$ cat src/core/adc_seq_params.svh
// Offsets, field positions and fixed counts of the converter sequencer.
// Assumes 8-bit byte addresses on a 32-bit AXI4-Lite register bus.
`ifndef ADC_SEQ_PARAMS_SVH
`define ADC_SEQ_PARAMS_SVH
// ==========================================================
// Register offsets
`define OFS_CTRL_ONE 8'h00
`define OFS_CTRL_TWO 8'h04
`define OFS_SCAN_LOW 8'h08
`define OFS_SCAN_HIGH 8'h0c
`define OFS_IRQ_STATUS 8'h10
`define OFS_IRQ_MASK 8'h14
`define OFS_POSITION 8'h18
`define OFS_SLOT_BASE 8'h40
`define OFS_SLOT_END 8'h80
// ==========================================================
// Field positions
`define C1_DONE_BIT 0
`define C1_SAMPLE_BIT 1
`define C1_ENABLE_BIT 15
`define C2_SPI_LSB 0
`define C2_DMA_BIT 8
`define C2_SCAN_BIT 10
`define C2_CHAN_LSB 16
`define IRQ_SPI_BIT 0
`define IRQ_DMA_BIT 1
`define POS_SLOT_LSB 0
`define POS_CNT_LSB 8
`define POS_CHAN_LSB 16
`define POS_DMA_LSB 24
// ==========================================================
// Counts and answers
`define SLOT_COUNT 16
`define DMA_INC_EVERY 32
`define RESP_OKAY 2'b00
`define RESP_SLVERR 2'b10
`define RST_READY 1'b1
`endif

$ cat src/core/adc_seq_pkg.sv
// Types shared by the converter sequencer and its result memory.
// Assumes the constants header is on the include path.
package adc_seq_pkg;
`include "adc_seq_params.svh"
  typedef logic [15:0] sample_t;
  typedef logic [3:0] slot_t;
  typedef logic [4:0] chan_t;
  typedef logic [4:0] count_t;

  typedef struct packed {
    logic [`SLOT_COUNT-1:0][15:0] slot;
    sample_t rd_data;
  } mem_state_t;

  typedef struct packed {
    logic awready;
    logic aw_held;
    logic [7:0] awaddr;
    logic wready;
    logic w_held;
    logic [31:0] wdata;
    logic [3:0] wstrb;
    logic bvalid;
    logic [1:0] bresp;
    logic arready;
    logic ar_pend;
    logic [7:0] araddr;
    logic rvalid;
    logic [31:0] rdata;
    logic [1:0] rresp;
    logic enable;
    logic sample_start_bit;
    logic done;
    count_t spi;
    logic dma_en;
    logic scan_en;
    chan_t chan_fix;
    logic [15:0] scan_low;
    logic [15:0] scan_high;
    logic [1:0] irq_status;
    logic [1:0] irq_mask;
    logic irq;
    count_t cnt;
    slot_t slot;
    chan_t chan;
    count_t dma_cnt;
    logic dma_inc;
  } seq_state_t;
endpackage

$ cat src/core/result_if.sv
// Write and read port pair between the sequencer and its result slots.
// Assumes both ends run on the same clock.
`timescale 1ns/1ps
interface result_if;
  import adc_seq_pkg::*;
  logic wr_en;
  slot_t wr_slot;
  sample_t wr_data;
  slot_t rd_slot;
  sample_t rd_data;
  modport ctl (output wr_en, output wr_slot, output wr_data, output rd_slot, input rd_data);
  modport mem (input wr_en, input wr_slot, input wr_data, input rd_slot, output rd_data);
endinterface

$ cat src/core/result_mem.sv
// Sixteen result slots with one write port and one registered read port.
// Assumes the read slot is presented one cycle before its data is used.
`timescale 1ns/1ps
module result_mem
  import adc_seq_pkg::*;
(
  input wire logic aclk,
  input wire logic aresetn,
  input wire logic ce,
  result_if.mem port
);
  mem_state_t st_ff;
  mem_state_t nxt_st;

  // ==========================================================
  // Next state
  always_comb
  begin
    nxt_st = st_ff;
    if (port.wr_en)
    begin
      nxt_st.slot[port.wr_slot] = port.wr_data;
    end
    // A read in the cycle of a write to the same slot returns the old value.
    nxt_st.rd_data = st_ff.slot[port.rd_slot];
  end

  assign port.rd_data = st_ff.rd_data;

  // ==========================================================
  // State register
  always_ff @(posedge aclk)
  begin
    if (!aresetn)
    begin
      st_ff <= '0;
    end
    else if (ce)
    begin
      st_ff <= nxt_st;
    end
  end
endmodule

$ cat src/core/adc_result_buffer_sequencer.sv
// Converter sequencer: conversion counting, scan restart, result slots, DMA pacing.
// Assumes conv_start and conv_end are one-cycle pulses synchronous to aclk.
//
// Overview of operation
// Interrupt flag set when per-interrupt count completes.
// Scan list restarts after count when scanning.
// Slot pointer resets after count without DMA.
// DMA mode writes every result to slot zero.
// DMA address advances every thirty-second conversion.
// Sixteen slots filled in sequential order.
// Slot chosen by pointer, never by channel.
// Reader drains slot zero before next conversion.
// Done cleared at conversion start, set at end.
// Software clears done just before manual sample.
// Disabling resets counter, slot pointer, scan position.
//
// Design decisions made here: the AXI4-Lite slave port and the placing of the registers.
`timescale 1ns/1ps
`include "adc_seq_params.svh"
module adc_result_buffer_sequencer
  import adc_seq_pkg::*;
(
  input wire logic aclk,
  input wire logic aresetn,
  input wire logic ce,
  input wire logic [7:0] s_axi_awaddr,
  input wire logic [2:0] s_axi_awprot,
  input wire logic s_axi_awvalid,
  output logic s_axi_awready,
  input wire logic [31:0] s_axi_wdata,
  input wire logic [3:0] s_axi_wstrb,
  input wire logic s_axi_wvalid,
  output logic s_axi_wready,
  output logic [1:0] s_axi_bresp,
  output logic s_axi_bvalid,
  input wire logic s_axi_bready,
  input wire logic [7:0] s_axi_araddr,
  input wire logic [2:0] s_axi_arprot,
  input wire logic s_axi_arvalid,
  output logic s_axi_arready,
  output logic [31:0] s_axi_rdata,
  output logic [1:0] s_axi_rresp,
  output logic s_axi_rvalid,
  input wire logic s_axi_rready,
  input wire logic conv_start,
  input wire logic conv_end,
  input wire logic [15:0] conv_result,
  output logic sample_request,
  output logic [4:0] scan_channel,
  output logic dma_addr_inc,
  output logic done_flag,
  output logic irq
);
  seq_state_t st_ff;
  seq_state_t nxt_st;
  result_if res ();

  result_mem u_mem
  (
    .aclk(aclk),
    .aresetn(aresetn),
    .ce(ce),
    .port(res.mem)
  );

  // ==========================================================
  // Helpers

  // Next selected scan channel at or above from, wrapping round the list.
  function automatic chan_t first_set(input logic [31:0] mask, input chan_t from);
    chan_t r;
    chan_t idx;
    logic hit;
    r = '0;
    hit = 1'b0;
    for (int k = 0; k < 32; k++)
    begin
      idx = from + chan_t'(k);
      if (!hit && mask[idx])
      begin
        r = idx;
        hit = 1'b1;
      end
    end
    return r;
  endfunction

  function automatic logic [31:0] merge(input logic [31:0] old, input logic [31:0] wd,
                                        input logic [3:0] be);
    logic [31:0] r;
    r = old;
    for (int b = 0; b < 4; b++)
    begin
      if (be[b])
      begin
        r[8*b +: 8] = wd[8*b +: 8];
      end
    end
    return r;
  endfunction

  // True for a byte address inside the result slot window.
  function automatic logic in_slot_window(input logic [7:0] a);
    return (a >= `OFS_SLOT_BASE) && (a < `OFS_SLOT_END);
  endfunction

  // Read image of a control or status register; bit 32 flags a mapped address.
  function automatic logic [32:0] reg_image(input seq_state_t s, input logic [7:0] a);
    logic [31:0] v;
    logic hit;
    v = '0;
    hit = 1'b1;
    case (a)
      `OFS_CTRL_ONE:
      begin
        v[`C1_ENABLE_BIT] = s.enable;
        v[`C1_SAMPLE_BIT] = s.sample_start_bit;
        v[`C1_DONE_BIT] = s.done;
      end
      `OFS_CTRL_TWO:
      begin
        v[`C2_SPI_LSB +: 5] = s.spi;
        v[`C2_DMA_BIT] = s.dma_en;
        v[`C2_SCAN_BIT] = s.scan_en;
        v[`C2_CHAN_LSB +: 5] = s.chan_fix;
      end
      `OFS_SCAN_LOW: v[15:0] = s.scan_low;
      `OFS_SCAN_HIGH: v[15:0] = s.scan_high;
      `OFS_IRQ_STATUS: v[1:0] = s.irq_status;
      `OFS_IRQ_MASK: v[1:0] = s.irq_mask;
      `OFS_POSITION:
      begin
        v[`POS_SLOT_LSB +: 4] = s.slot;
        v[`POS_CNT_LSB +: 5] = s.cnt;
        v[`POS_CHAN_LSB +: 5] = s.chan;
        v[`POS_DMA_LSB +: 5] = s.dma_cnt;
      end
      default: hit = 1'b0;
    endcase
    return {hit, v};
  endfunction

  // ==========================================================
  // Next state
  always_comb
  begin
    logic [32:0] img;
    logic [31:0] m;
    logic [31:0] scan_mask;
    logic wrap;
    img = '0;
    m = '0;
    scan_mask = '0;
    wrap = 1'b0;
    nxt_st = st_ff;
    nxt_st.dma_inc = 1'b0;
    res.wr_en = 1'b0;
    res.wr_slot = '0;
    res.wr_data = conv_result;
    res.rd_slot = s_axi_araddr[5:2];

    // Bus write: address and data are taken independently, then applied together.
    if (s_axi_awvalid && st_ff.awready)
    begin
      nxt_st.aw_held = 1'b1;
      nxt_st.awaddr = s_axi_awaddr;
    end
    if (s_axi_wvalid && st_ff.wready)
    begin
      nxt_st.w_held = 1'b1;
      nxt_st.wdata = s_axi_wdata;
      nxt_st.wstrb = s_axi_wstrb;
    end
    if (st_ff.bvalid && s_axi_bready)
    begin
      nxt_st.bvalid = 1'b0;
    end
    if (st_ff.aw_held && st_ff.w_held && !st_ff.bvalid)
    begin
      nxt_st.aw_held = 1'b0;
      nxt_st.w_held = 1'b0;
      nxt_st.bvalid = 1'b1;
      nxt_st.bresp = `RESP_OKAY;
      img = reg_image(st_ff, st_ff.awaddr);
      m = merge(img[31:0], st_ff.wdata, st_ff.wstrb);
      case (st_ff.awaddr)
        `OFS_CTRL_ONE:
        begin
          nxt_st.enable = m[`C1_ENABLE_BIT];
          nxt_st.sample_start_bit = m[`C1_SAMPLE_BIT];
          nxt_st.done = m[`C1_DONE_BIT];
        end
        `OFS_CTRL_TWO:
        begin
          nxt_st.spi = m[`C2_SPI_LSB +: 5];
          nxt_st.dma_en = m[`C2_DMA_BIT];
          nxt_st.scan_en = m[`C2_SCAN_BIT];
          nxt_st.chan_fix = m[`C2_CHAN_LSB +: 5];
        end
        `OFS_SCAN_LOW: nxt_st.scan_low = m[15:0];
        `OFS_SCAN_HIGH: nxt_st.scan_high = m[15:0];
        `OFS_IRQ_STATUS:
        begin
          m = merge(32'h0000_0000, st_ff.wdata, st_ff.wstrb);
          nxt_st.irq_status = st_ff.irq_status & ~m[1:0];
        end
        `OFS_IRQ_MASK: nxt_st.irq_mask = m[1:0];
        `OFS_POSITION:
        begin
          // Read-only view of the sequencer position; writes are ignored.
        end
        default: nxt_st.bresp = `RESP_SLVERR;
      endcase
    end

    // Bus read: the slot memory answers one cycle after the address is taken.
    // The slot memory reads its address straight off the bus at the take edge, so the
    // registered word is already waiting when the answer is built one edge later.
    if (st_ff.rvalid && s_axi_rready)
    begin
      nxt_st.rvalid = 1'b0;
    end
    if (s_axi_arvalid && st_ff.arready)
    begin
      nxt_st.ar_pend = 1'b1;
      nxt_st.araddr = s_axi_araddr;
    end
    if (st_ff.ar_pend)
    begin
      nxt_st.ar_pend = 1'b0;
      nxt_st.rvalid = 1'b1;
      nxt_st.rresp = `RESP_OKAY;
      img = reg_image(st_ff, st_ff.araddr);
      nxt_st.rdata = img[31:0];
      if (in_slot_window(st_ff.araddr))
      begin
        nxt_st.rdata = {16'h0000, res.rd_data};
      end
      else if (!img[32])
      begin
        nxt_st.rresp = `RESP_SLVERR;
      end
    end

    // Conversion sequencing.
    scan_mask = {nxt_st.scan_high, nxt_st.scan_low};
    wrap = (st_ff.cnt == st_ff.spi);
    // Disabling also drops a pending manual sample, so that enabling again never
    // starts a stale sample left over from before.
    if (!nxt_st.enable)
    begin
      nxt_st.cnt = '0;
      nxt_st.slot = '0;
      nxt_st.dma_cnt = '0;
      nxt_st.chan = first_set(scan_mask, 5'h00);
      nxt_st.sample_start_bit = 1'b0;
    end
    else
    begin
      if (conv_start)
      begin
        nxt_st.done = 1'b0;
        nxt_st.sample_start_bit = 1'b0;
      end
      if (conv_end)
      begin
        // The done flag stays set through the next sample phase.
        nxt_st.done = 1'b1;
        res.wr_en = 1'b1;
        // In DMA mode slot zero is overwritten by each result; the reader must keep pace.
        res.wr_slot = st_ff.dma_en ? slot_t'(0) : st_ff.slot;
        // The pacing counter runs from enable, independent of the per-interrupt count.
        if (st_ff.dma_en)
        begin
          nxt_st.dma_cnt = st_ff.dma_cnt + 5'h01;
          if (st_ff.dma_cnt == count_t'(`DMA_INC_EVERY - 1))
          begin
            nxt_st.dma_inc = 1'b1;
            nxt_st.irq_status[`IRQ_DMA_BIT] = 1'b1;
          end
        end
        // Both pointers restart together, so the next block of results begins at
        // slot zero and, with scanning on, at the first channel of the scan list.
        if (wrap)
        begin
          nxt_st.cnt = '0;
          nxt_st.slot = '0;
          nxt_st.irq_status[`IRQ_SPI_BIT] = 1'b1;
          nxt_st.chan = first_set(scan_mask, 5'h00);
        end
        else
        begin
          nxt_st.cnt = st_ff.cnt + 5'h01;
          nxt_st.slot = st_ff.dma_en ? slot_t'(0) : st_ff.slot + 4'h1;
          nxt_st.chan = first_set(scan_mask, st_ff.chan + 5'h01);
        end
      end
      if (!nxt_st.scan_en)
      begin
        nxt_st.chan = nxt_st.chan_fix;
      end
    end

    nxt_st.irq = |(nxt_st.irq_status & nxt_st.irq_mask);
    // Readies come from the next state so no channel is offered while its answer is
    // pending; this costs two idle cycles between two writes or two reads.
    nxt_st.awready = !nxt_st.aw_held && !nxt_st.bvalid;
    nxt_st.wready = !nxt_st.w_held && !nxt_st.bvalid;
    nxt_st.arready = !nxt_st.ar_pend && !nxt_st.rvalid;
  end

  // ==========================================================
  // State register
  always_ff @(posedge aclk)
  begin
    if (!aresetn)
    begin
      st_ff <= '0;
      // The readies leave reset high, so the first request is taken without a
      // wasted cycle.
      st_ff.awready <= `RST_READY;
      st_ff.wready <= `RST_READY;
      st_ff.arready <= `RST_READY;
    end
    else if (ce)
    begin
      st_ff <= nxt_st;
    end
  end

  // ==========================================================
  // Outputs
  assign s_axi_awready = st_ff.awready;
  assign s_axi_wready = st_ff.wready;
  assign s_axi_bvalid = st_ff.bvalid;
  assign s_axi_bresp = st_ff.bresp;
  assign s_axi_arready = st_ff.arready;
  assign s_axi_rvalid = st_ff.rvalid;
  assign s_axi_rdata = st_ff.rdata;
  assign s_axi_rresp = st_ff.rresp;
  assign sample_request = st_ff.sample_start_bit;
  assign scan_channel = st_ff.chan;
  assign dma_addr_inc = st_ff.dma_inc;
  assign done_flag = st_ff.done;
  assign irq = st_ff.irq;
endmodule

$ cat config.mk
export PLATFORM = sky130hd
export DESIGN_NAME = adc_result_buffer_sequencer
export DESIGN_NICKNAME = d
export VERILOG_FILES = /design/src/core/adc_seq_pkg.sv /design/src/core/result_if.sv /design/src/core/result_mem.sv /design/src/core/adc_result_buffer_sequencer.sv
export VERILOG_INCLUDE_DIRS = /design/src /design/src/core
export SDC_FILE = /design/constraint.sdc
export NUM_CORES = 1
export LEC_CHECK = 0
export ABC_CLOCK_PERIOD_IN_PS = 10900
export BUFFER_PORTS_ARGS = -buffer_cell sky130_fd_sc_hd__buf_4
export CORE_MARGIN = 5
export CORE_UTILIZATION = 35
export CTS_BUF_LIST = sky130_fd_sc_hd__clkbuf_16
export CTS_CLUSTER_DIAMETER = 60
export DETAILED_ROUTE_END_ITERATION = 8
export PLACE_DENSITY = 0.5
export SLEW_MARGIN = 20
export SYNTH_ARGS = -nofsm -noshare
export SYNTH_HDL_FRONTEND = slang
export SYNTH_SLANG_ARGS = --single-unit
$ cat constraint.sdc
create_clock -name aclk -period 10.9 [get_ports aclk]
set_input_delay 0.545 -clock aclk [delete_from_list [all_inputs] [get_ports aclk]]
set_output_delay 0.545 -clock aclk [all_outputs]
set_load 0.005 [all_outputs]
# Word-level counts from Yosys, hierarchy flattened
# Cells that the tools add are included.
# op_classes
muxes	545
multipliers	0
bitwise	3
n_div	0
addsub	35
n_lt_le_gt_ge	37
shift	0
n_eq_ne	19
n_reduce_logical	220
# op_table
cell	n
$mux W5	95
$mux W1	360
$bwmux W256	1
$lt A5 B6 Y1 const B	32
$bmux W1 S5	32
$logic_and A1 B1 Y1	105
$logic_not A1 Y1	99
$add A5 B5 Y5 const B	16
$bmux W16 S4	1
$demux W16 S4	1
$mux W16	4
$mux W51	1
$eq A8 B5 Y1 const B	6
$add A5 B4 Y5 const B	8
$mux W37	1
$mux W35	1
$eq A8 B4 Y1 const B	4
$mux W29	1
$pmux W2 S4	3
$mux W2	11
$add A5 B1 Y5 const B	4
$add A5 B3 Y5 const B	4
$mux W20	1
$mux W19	1
33 further kinds	67
# totals
romBits	0
register_bits	440
output_inout_bits	50
memories	0
latchBits	0
wordCells	908
mem_bits_rw	0
in_bits	84

# Logic depth before layout (Yosys ltp)
# Gate-level depths: netlist (run 1).
# depth
depth_word	200
mapped_depth	31

# Hierarchy
# A second synthesis (run 1) with hierarchy kept.
# unflattened
hier_cells	3530
area_unflattened_um2	27522.6
# modules_own_cells
module	instances	cells_per_inst	area_per_inst_um2
adc_result_buffer_sequencer	1	2019	14799.2
result_mem	1	1511	12723.5

# Worst setup path after synthesis (run 1)
# No wires, ideal clock.
# synth_timing
path_kind	register to register
start	reg st_ff (netlist bit scan_channel[0])
end	reg st_ff (netlist bit scan_channel[2])
path_buffers	11
period_less_slack_ns	7.844
required_time_ns	10.830
t_arrival_ns	7.774
stages_incl_launch_ff	30
slack_ns	3.056
path_cell_list	dfxtp_1 -> clkbuf_1 -> inv_1 -> buf_1 -> buf_1 -> clkbuf_1 -> clkbuf_1 -> ha_1 -> clkbuf_1 -> inv_1 -> clkbuf_1 -> buf_1 -> clkbuf_1 -> buf_2 -> ha_1 -> nand2_1 -> xnor2_1 -> nor3_1 -> or4b_2 -> nand3_1 -> o211ai_1 -> nor4_4 -> buf_4 -> nand2_2 -> nor4b_4 -> a211o_1 -> a211oi_1 -> or4_1 -> and3_1 -> a21oi_1
# synth_via
elab_chain_len	194
elab_cells_between_ends	318
classes_between	add/sub: 32; mux: 224; reduce/logical: 62
# synth_lines
item	line_no	text
start: declaration	adc_result_buffer_sequencer.sv:54	seq_state_t st_ff;
start signal: assignment	adc_result_buffer_sequencer.sv:327	st_ff <= nxt_st;
$add A5 B1 Y5 (*)	adc_result_buffer_sequencer.sv:295	nxt_st.chan = first_set(scan_mask, st_ff.chan + 5'h01);
$bmux W1 S5	adc_result_buffer_sequencer.sv:79	if (!hit && mask[idx])
$mux W1 (implied by the code)	adc_result_buffer_sequencer.sv:79	
$mux W1	adc_result_buffer_sequencer.sv:79	
$mux W1	adc_result_buffer_sequencer.sv:284	if (wrap)
$mux W1	adc_result_buffer_sequencer.sv:265	if (conv_end)
$mux W1	adc_result_buffer_sequencer.sv:250	if (!nxt_st.enable)
$logic_not A1 Y1	adc_result_buffer_sequencer.sv:79	
(+178 left out)	--	
$mux W1	adc_result_buffer_sequencer.sv:250	
$logic_not A1 Y1	adc_result_buffer_sequencer.sv:79	
$logic_and A1 B1 Y1	adc_result_buffer_sequencer.sv:79	
$mux W5 (*)	adc_result_buffer_sequencer.sv:79	
$mux W14 (*)	adc_result_buffer_sequencer.sv:284	
$mux W20 (*)	adc_result_buffer_sequencer.sv:265	
$mux W5 (*)	adc_result_buffer_sequencer.sv:298	if (!nxt_st.scan_en)
$mux W19 (*)	adc_result_buffer_sequencer.sv:250	
# Mark *: on every way between the ends. The rest lies on a longest branch, timed or not. The select of a mux whose other input is x is not followed.
# A chain may end at the register's enable or synchronous reset.

# Worst setup path in the final report (run 1)
# layout_timing
start	reg st_ff[160] in the netlist's numbering
end	reg st_ff (netlist bit scan_channel[3])
# layout_via
elab_chain_len	198
elab_cells_between_ends	678
classes_between	eq/ne: 6; mux: 484; reduce/logical: 188
# layout_lines
item	line_no	text
$eq A8 B5 Y1, or another cell as far along	--	
$pmux W2 S4, or another cell as far along	adc_result_buffer_sequencer.sv:113	case (a)
$mux W8	adc_result_buffer_sequencer.sv:94	if (be[b])
$mux W16	adc_result_buffer_sequencer.sv:186	case (st_ff.awaddr)
$mux W51 (*)	adc_result_buffer_sequencer.sv:178	if (st_ff.aw_held && st_ff.w_held && !st_ff.bvalid)
$bmux W1 S5	adc_result_buffer_sequencer.sv:79	
$mux W1 (implied by the code)	adc_result_buffer_sequencer.sv:79	
$mux W1	adc_result_buffer_sequencer.sv:79	
(+182 left out)	--	
$mux W1	adc_result_buffer_sequencer.sv:250	
$logic_not A1 Y1	adc_result_buffer_sequencer.sv:79	
$logic_and A1 B1 Y1	adc_result_buffer_sequencer.sv:79	
$mux W5	adc_result_buffer_sequencer.sv:79	
$mux W14	adc_result_buffer_sequencer.sv:284	
$mux W20	adc_result_buffer_sequencer.sv:265	
$mux W5	adc_result_buffer_sequencer.sv:298	
$mux W19	adc_result_buffer_sequencer.sv:250	
# Marks and branches as above.

==> results of run 1 <==
==> cells by family after synthesis <==
group | after synthesis | share of synthesized area
AO/OA/AOI/OAI | 860 | 0.208
XOR/XNOR | 43 | 0.0143
adder cells (fa/ha/maj) | 18 | 0.00858
buffers and inverters | 332 | 0.0554
flip-flops | 420 | 0.320
multiplexers | 293 | 0.167
other | 1 | 0.000143
AND/OR/NAND/NOR | 1336 | 0.227
==> critical path: stages, from the launching register on <==
cell	delay, ns
dfxtp_1	0.86
nor4bb_1	0.97
nand3_1	0.62
o21ai_0	0.49
nand2_1	0.30
a2111oi_0	0.69
nor4_1	0.12
a211oi_1	0.69
o21ai_0	0.34
nor4_4	0.65
nand4_4	0.49
nor3_1	0.92
nor2_1	0.15
nand2_1	0.17
nor3_1	0.08
a21oi_1	0.22
a31oi_1	0.11
==> state kept, by name, summed over array words and instances (netlist names) <==
register,cells
s_axi_rresp,1
dma_addr_inc,1
st_ff,106
s_axi_rdata,26
s_axi_arready,1
s_axi_awready,1
u_mem.st_ff,256
u_mem.port.rd_data,16
done_flag,1
s_axi_wready,1
s_axi_rvalid,1
irq,1
scan_channel,5
sample_request,1
s_axi_bresp,1
s_axi_bvalid,1
==> synthesized netlist by cell type (all sizes together), types with 14 or more instances <==
cell type / count
mux2: 40
or2: 19
nand3b: 30
nor3: 60
nor4: 17
buf: 92
a31oi: 36
a21oi: 388
mux2i: 141
a211o: 14
o22ai: 17
mux4: 112
a221oi: 29
nand3: 84
nor2: 296
o21ai: 106
clkbuf: 208
o211ai: 28
o21a: 14
nand2: 698
xnor2: 38
nand4: 14
inv: 30
a22oi: 22
ha: 18
and2: 22
dfxtp: 420
and3: 24
a21o: 14
a211oi: 55
==> layout by cell type, fill, tap and decap left out, drive strengths merged, types with 16 or more instances in the layout <==
master | synthesis | routed
or2 | 19 | 19
nand3 | 84 | 84
nand2 | 698 | 698
and2 | 22 | 22
a21oi | 388 | 388
dfxtp | 420 | 420
nor3 | 60 | 60
nor4 | 17 | 17
o21ai | 106 | 106
clkbuf | 208 | 48
a31oi | 36 | 36
xnor2 | 38 | 38
o211ai | 28 | 28
nand3b | 30 | 30
ha | 18 | 18
inv | 30 | 46
o22ai | 17 | 17
clkinv | 2 | 16
a22oi | 22 | 22
a221oi | 29 | 29
nor2 | 296 | 296
mux4 | 112 | 112
buf | 92 | 182
mux2 | 40 | 40
mux2i | 141 | 141
a211oi | 55 | 55
and3 | 24 | 24
==> power breakdown <==
| group | switching (mW) | internal, mW | leakage, nW | total [mW] |
|---|---|---|---|---|
| Combinational | 0.907 | 0.416 | 6.03 | 1.32 |
| Sequential | 0.0284 | 1.55 | 3.39 | 1.58 |
| Clock | 0.690 | 0.970 | 0.810 | 1.66 |
==> worst paths after layout <==
| path | endpoint | slack (ns) |
|---|---|---|
| worst max-delay path | scan_channel[3]$_SDFFE_PN0P_ | 2.84 |
| worst min-delay path | st_ff[131]$_SDFFE_PN0P_ | 0.18 |
| worst max register to register | scan_channel[3]$_SDFFE_PN0P_ | 2.84 |
| worst min register to register | u_mem.st_ff[137]$_SDFFE_PN0P_ | 0.45 |
==> metal layers <==
layer / vias to the layer above / global-route usage / wire length (um)
li1: 11800 / - / -
met1: 12800 / 0.363 / 48000
met2: 1187 / 0.432 / 51700
met3: 200 / 0.0379 / 8490
met4: 0 / 0.0874 / 4070
met5: - / 0 / 0
==> metrics by stage <==
| stage | hold slack [ns] | setup WS (ns) | cells | util |
|---|---|---|---|---|
| floorplan | 0.429 | 3.06 | 3310 | - |
| global placement | 0.435 | 3.00 | 4161 | 0.371 |
| detailed placement | 0.444 | 3.04 | 4161 | 0.371 |
| CTS | 0.148 | 2.98 | 4250 | 0.393 |
| global route | 0.161 | 2.45 | 4250 | 0.393 |
| finish | 0.181 | 2.84 | 4253 | 0.393 |
==> cell type report <==
class                   count  area [um2]  area share
multi-input cells        2558       16500       0.565
flip-flops and latches    420        8410       0.287
repair buffers            182        1370      0.0467
well taps                 969        1210      0.0414
clock buffers              48        1200      0.0410
clock inverters            41         400      0.0137
inverters                  32         128     0.00436
diodes                      3        7.51    0.000256
==> run_results.csv, run 1 <==
group,metric,value,unit
final_layout,syn_to_final_growth,11.5,%
logic_synthesis,syn_avg_cell_area,7.95,um2
drt,ant_nets,0,
clock_network,cts_buffers,48,
logic_synthesis,synth.distinct_cells,103,
timing,post-route-period-util,0.740,
critical_path,criticalPathCategory,"flip-flop to flip-flop",
logic_synthesis,yosysTopAreaCell,"dfxtp_1",
worst_hold_path,hold_class,"input pin to flip-flop",
timing,tightestPinTransition,1.11,ns
global_route,grt_pass1_vias,24600,
drt,routedWlPerCell,26.4,um
critical_path,start_kind,"flip-flop",
logic_synthesis,synth_area,26300,um2
clock_network,cts.hold.buffers_added,0,
clock_network,clk_pin_slew,0.06,ns
drt,drt_iter0_markers,2907,
timing,relSlewSlack,0.260,
flow_run,maxCapViolCount,0,
final_layout,layout.filler_cells,7519,
clock_network,cts_buffer_depth,3,
placed_design,io_buffers,107,
global_route,grt_use_total,0.265,
logic_synthesis,ys_ff_latch,420,
logic_synthesis,synth_edf_count,0,
global_route,antenna_found_initial,2,
drt,drc_errors,0,
clock_network,cts_resized,0,
logic_synthesis,synth_warnings,0,
power_and_ir_drop,p_total,4.56,mW
power_and_ir_drop,p_per_area,156,nW/um2
clock_network,post-cts-setup-buffer-count,0,
critical_path,r2r-start,"st_ff[160]$_SDFFE_PN0P_",
power_and_ir_drop,ir_drop,0.113,mV
placed_design,dp_hpwl,78800,um
status,status,"finished, final reports clean",
drt,viasPerCell,6.11,
final_layout,fin_nets,3344,
timing,timing.fmax,124,MHz
logic_synthesis,synthDominantCellAreaShare,0.320,
timing,rsz0062_at_grt,"no",
clock_network,cts-root-buf,"clkbuf_16",
worst_hold_path,hp-start,"s_axi_wdata[7]",
clock_network,h-tree-depth,2,
logic_synthesis,synthArstFlopShare,0,
floorplan,start_util,0.353,
timing,finalClockSkew,0.0535,ns
floorplan,dieArea,80600,um2
final_layout,stdcell_area,29300,um2
floorplan,rows,100,
floorplan,dieWidth,284,um
timing,period_needed,8.06,ns
worst_hold_path,hold_depth,3,
logic_synthesis,netlist_top_cells_area,"dfxtp_1, nand2_1, mux4_2, a21oi_1, mux2i_1",
timing,setup_viol,0,
floorplan,fp.dieH,284,um
placed_design,placement.cell_area,27600,um2
critical_path,endpoint_kind,"flip-flop",
critical_path,crit_arrival,8.51,ns
global_route,gr-total-overflow,0,
timing,fin_setup_tns,0,ns
clock_network,clock_latency,0.61,ns
timing,finalHoldViolCount,0,
power_and_ir_drop,leakage,10.2,nW
clock_network,clock-sinks,420,
drt,drt_pass1_iterations,8,
critical_path,cp-startpoint,"st_ff[160]$_SDFFE_PN0P_",
critical_path,critPathRequiredTime,11.34,ns
floorplan,ios,134,
floorplan,core_area,74400,um2
final_layout,drive_gt1_frac,0.146,
clock_network,cts_tree,"yes",
logic_synthesis,ys_seq_area_frac,0.320,
critical_path,rr_worst_depth,16,
timing,slew_viol_final,0,
placed_design,finalWeightedCongestion,0.981,
drt,routed_wl,112000,um
logic_synthesis,synthFlopType,"dfxtp_1",
drt,vias,26000,
logic_synthesis,syn_inst,3303,
global_route,grt_max_degree,105,
critical_path,worstPathMaxFanout,24,
global_route,grt_pass1_wl,165000,um
(Power assumes the default switching activity.)
==> run 2, diff against run 1 <==
- ABC_CLOCK_PERIOD_IN_PS: 10900 -> 7410
- PLACE_DENSITY: 0.5 -> 0.52
- clock period: 10.9 -> 7.41 ns (I/O delays scaled with it)
==> run 2 against run 1 <==
- clock power up 35%
- sequential power up 47%
- clock skew down 0.040 ns
- worst setup slack worse by 1.9 ns
- total power up 42%
- sequential share of layout area down 0.16 points
- utilization up 0.21 points
- cell area up 0.54%
- largest cell class unchanged
- cell count up 0.92%
- largest power group is now registers
==> run_results.csv, run 2 (synthesis gave the netlist of run 1 again) <==
group,metric,value,unit
power_and_ir_drop,p_per_area,221,nW/um2
placed_design,dp_hpwl,73900,um
drt,vias,25800,
final_layout,drive_gt1_frac,0.151,
timing,tightestPinTransition,1.08,ns
global_route,grt_pass1_vias,24200,
clock_network,clk_pin_slew,0.06,ns
timing,finalHoldViolCount,0,
critical_path,rr_worst_depth,18,
floorplan,ios,134,
critical_path,endpoint_kind,"flip-flop",
global_route,antenna_found_initial,3,
drt,drt_iter0_markers,2832,
clock_network,clock-sinks,420,
drt,routed_wl,106000,um
global_route,gr-total-overflow,0,
critical_path,cpMaxStageDelayCell,"a221oi_1",
drt,drt_pass1_iterations,8,
critical_path,start_kind,"flip-flop",
critical_path,worstPathMaxFanout,23,
timing,timing.fmax,154,MHz
critical_path,crit_end,"scan_channel[2]$_SDFFE_PN0P_",
timing,slew_viol_final,0,
final_layout,multi_input_area,16500,um2
timing,fin_setup_tns,0,ns
final_layout,largest_register_ffs,256,
placed_design,place_ws,1.12,ns
critical_path,cp.depth,18,
power_and_ir_drop,ir_drop,0.169,mV
critical_path,worstReg2RegEnd,"scan_channel[2]$_SDFFE_PN0P_",
critical_path,cp_top_family,"compound AO/OA/AOI/OAI gates",
critical_path,path_cells,"buf_4, nor4bb_1, buf_4, nand3_1, a221oi_1, o22ai_1, a32oi_1, o211ai_1, mux2_2, a21oi_1, nand3_1, or2_2, or3_4, or3_1, o21ai_1, a221oi_1, a21bo_1, a21oi_1",
timing,post-route-period-util,0.877,
final_layout,final-seq-area,8410,um2
final_layout,final_cell_mix,"nand2_1, dfxtp_1, a21oi_1",
placed_design,finalWeightedCongestion,0.970,
timing,setup_viol,0,
timing,finalClockSkew,0.0137,ns
floorplan,start_util,0.353,
critical_path,slowest_delay,0.60,ns
placed_design,io_buffers,107,
timing,period_needed,6.50,ns
final_layout,registers.top_by_ff_count,"u_mem.st_ff",
final_layout,layout.filler_cells,7653,
worst_hold_path,hold_class,"input pin to flip-flop",
critical_path,rrSetupSlack,0.91,ns
critical_path,criticalPathCategory,"flip-flop to flip-flop",
clock_network,cts_buffers,49,
timing,rsz0062_at_grt,"no",
clock_network,cts-root-buf,"clkbuf_16",
status,status,"finished, final reports clean",
drt,drc_errors,0,
placed_design,place_inst,4196,
final_layout,fin_nets,3387,
drt,routedWlPerCell,24.7,um
floorplan,dieWidth,284,um
floorplan,rows,100,
floorplan,core_area,74400,um2
global_route,grt_pass1_wl,158000,um
clock_network,clock_latency,0.61,ns
timing,final.setup.worst_slack,0.915,ns
critical_path,crit_arrival,6.97,ns
power_and_ir_drop,leakage,10.4,nW
critical_path,crit_buf_inv,2,
drt,ant_nets,0,
final_layout,syn_to_final_growth,12.1,%
global_route,grt_max_degree,109,
global_route,grt_use_total,0.251,
timing,relSlewSlack,0.276,
final_layout,fin_util,0.395,
critical_path,critPathRequiredTime,7.89,ns
floorplan,fp.dieH,284,um
clock_network,post-cts-setup-buffer-count,0,
critical_path,cp-startpoint,"st_ff[161]$_SDFFE_PN0P_",
clock_network,h-tree-depth,2,
critical_path,r2r-start,"st_ff[161]$_SDFFE_PN0P_",
final_layout,final_common_cell,"nand2_1",
flow_run,maxCapViolCount,0,
clock_network,cts_buffer_depth,3,
clock_network,cts_tree,"yes",
final_layout,final_cells,4292,
drt,viasPerCell,6.00,
floorplan,dieArea,80600,um2
==> run 2: layer usage <==
metal | wire [um] | global-route usage
met1 | 44900 | 0.337
met2 | 47800 | 0.403
met3 | 8690 | 0.0509
met4 | 4550 | 0.0882
met5 | 0 | 0
==> run 2: timing repair <==
action                    CTS  global route
hold buffers                7             0
resized for setup           0             0
hold endpoints to repair    7             0
==> run 2: where the power goes <==
part | internal (mW) | total (mW) | switching (mW)
registers | 2.28 | 2.33 | 0.0404
clock network | 1.21 | 2.24 | 1.03
logic | 0.643 | 1.92 | 1.28
==> run 2: worst min path at each step <==
stage	slack [ns]	to	from	depth (start not counted)
floorplan	0.43	u_mem.st_ff[128]$_SDFFE_PN0P_	u_mem.st_ff[128]$_SDFFE_PN0P_	2
global placement	0.44	u_mem.st_ff[194]$_SDFFE_PN0P_	u_mem.st_ff[194]$_SDFFE_PN0P_	2
detailed placement	0.44	st_ff[112]$_SDFFE_PN0P_	st_ff[112]$_SDFFE_PN0P_	2
CTS	0.0006	st_ff[139]$_SDFFE_PN0P_	s_axi_wdata[15]	3
global route	0.004	st_ff[129]$_SDFFE_PN0P_	s_axi_wdata[5]	3
finish	0.01	st_ff[130]$_SDFFE_PN0P_	s_axi_wdata[6]	3
==> run 2: metrics by stage <==
step | instance area (um2) | hold WS [ns] | total power, mW
after CTS | 29400 | 0.000572 | 6.47
after global routing | 29400 | 0.00371 | 6.74
after floorplan | 26300 | 0.429 | 3.58
after detailed placement | 27900 | 0.443 | 4.23
after global placement | 27900 | 0.437 | 4.25
final | 29400 | 0.0127 | 6.49
==> run 2: worst register-to-register path, cell delays in order, from the launching register on <==
cell and delay, ns:
dfxtp_1 0.46, buf_4 0.31, nor4bb_1 0.26, buf_4 0.19, nand3_1 0.40, a221oi_1 0.60
o22ai_1 0.29, a32oi_1 0.23, o211ai_1 0.32, mux2_2 0.41, a21oi_1 0.49, nand3_1 0.35
or2_2 0.50, or3_4 0.45, or3_1 0.50, o21ai_1 0.17, a221oi_1 0.10, a21bo_1 0.26
a21oi_1 0.05
==> run 2: cell type report <==
type,instances,area share
Tap cell,969,0.0412
Multi-Input combinational cell,2558,0.561
Clock buffer,49,0.0417
Inverter,32,0.00434
Clock inverter,39,0.00774
Timing Repair Buffer,224,0.0582
Sequential cell,420,0.286
Antenna cell,1,0.0000850
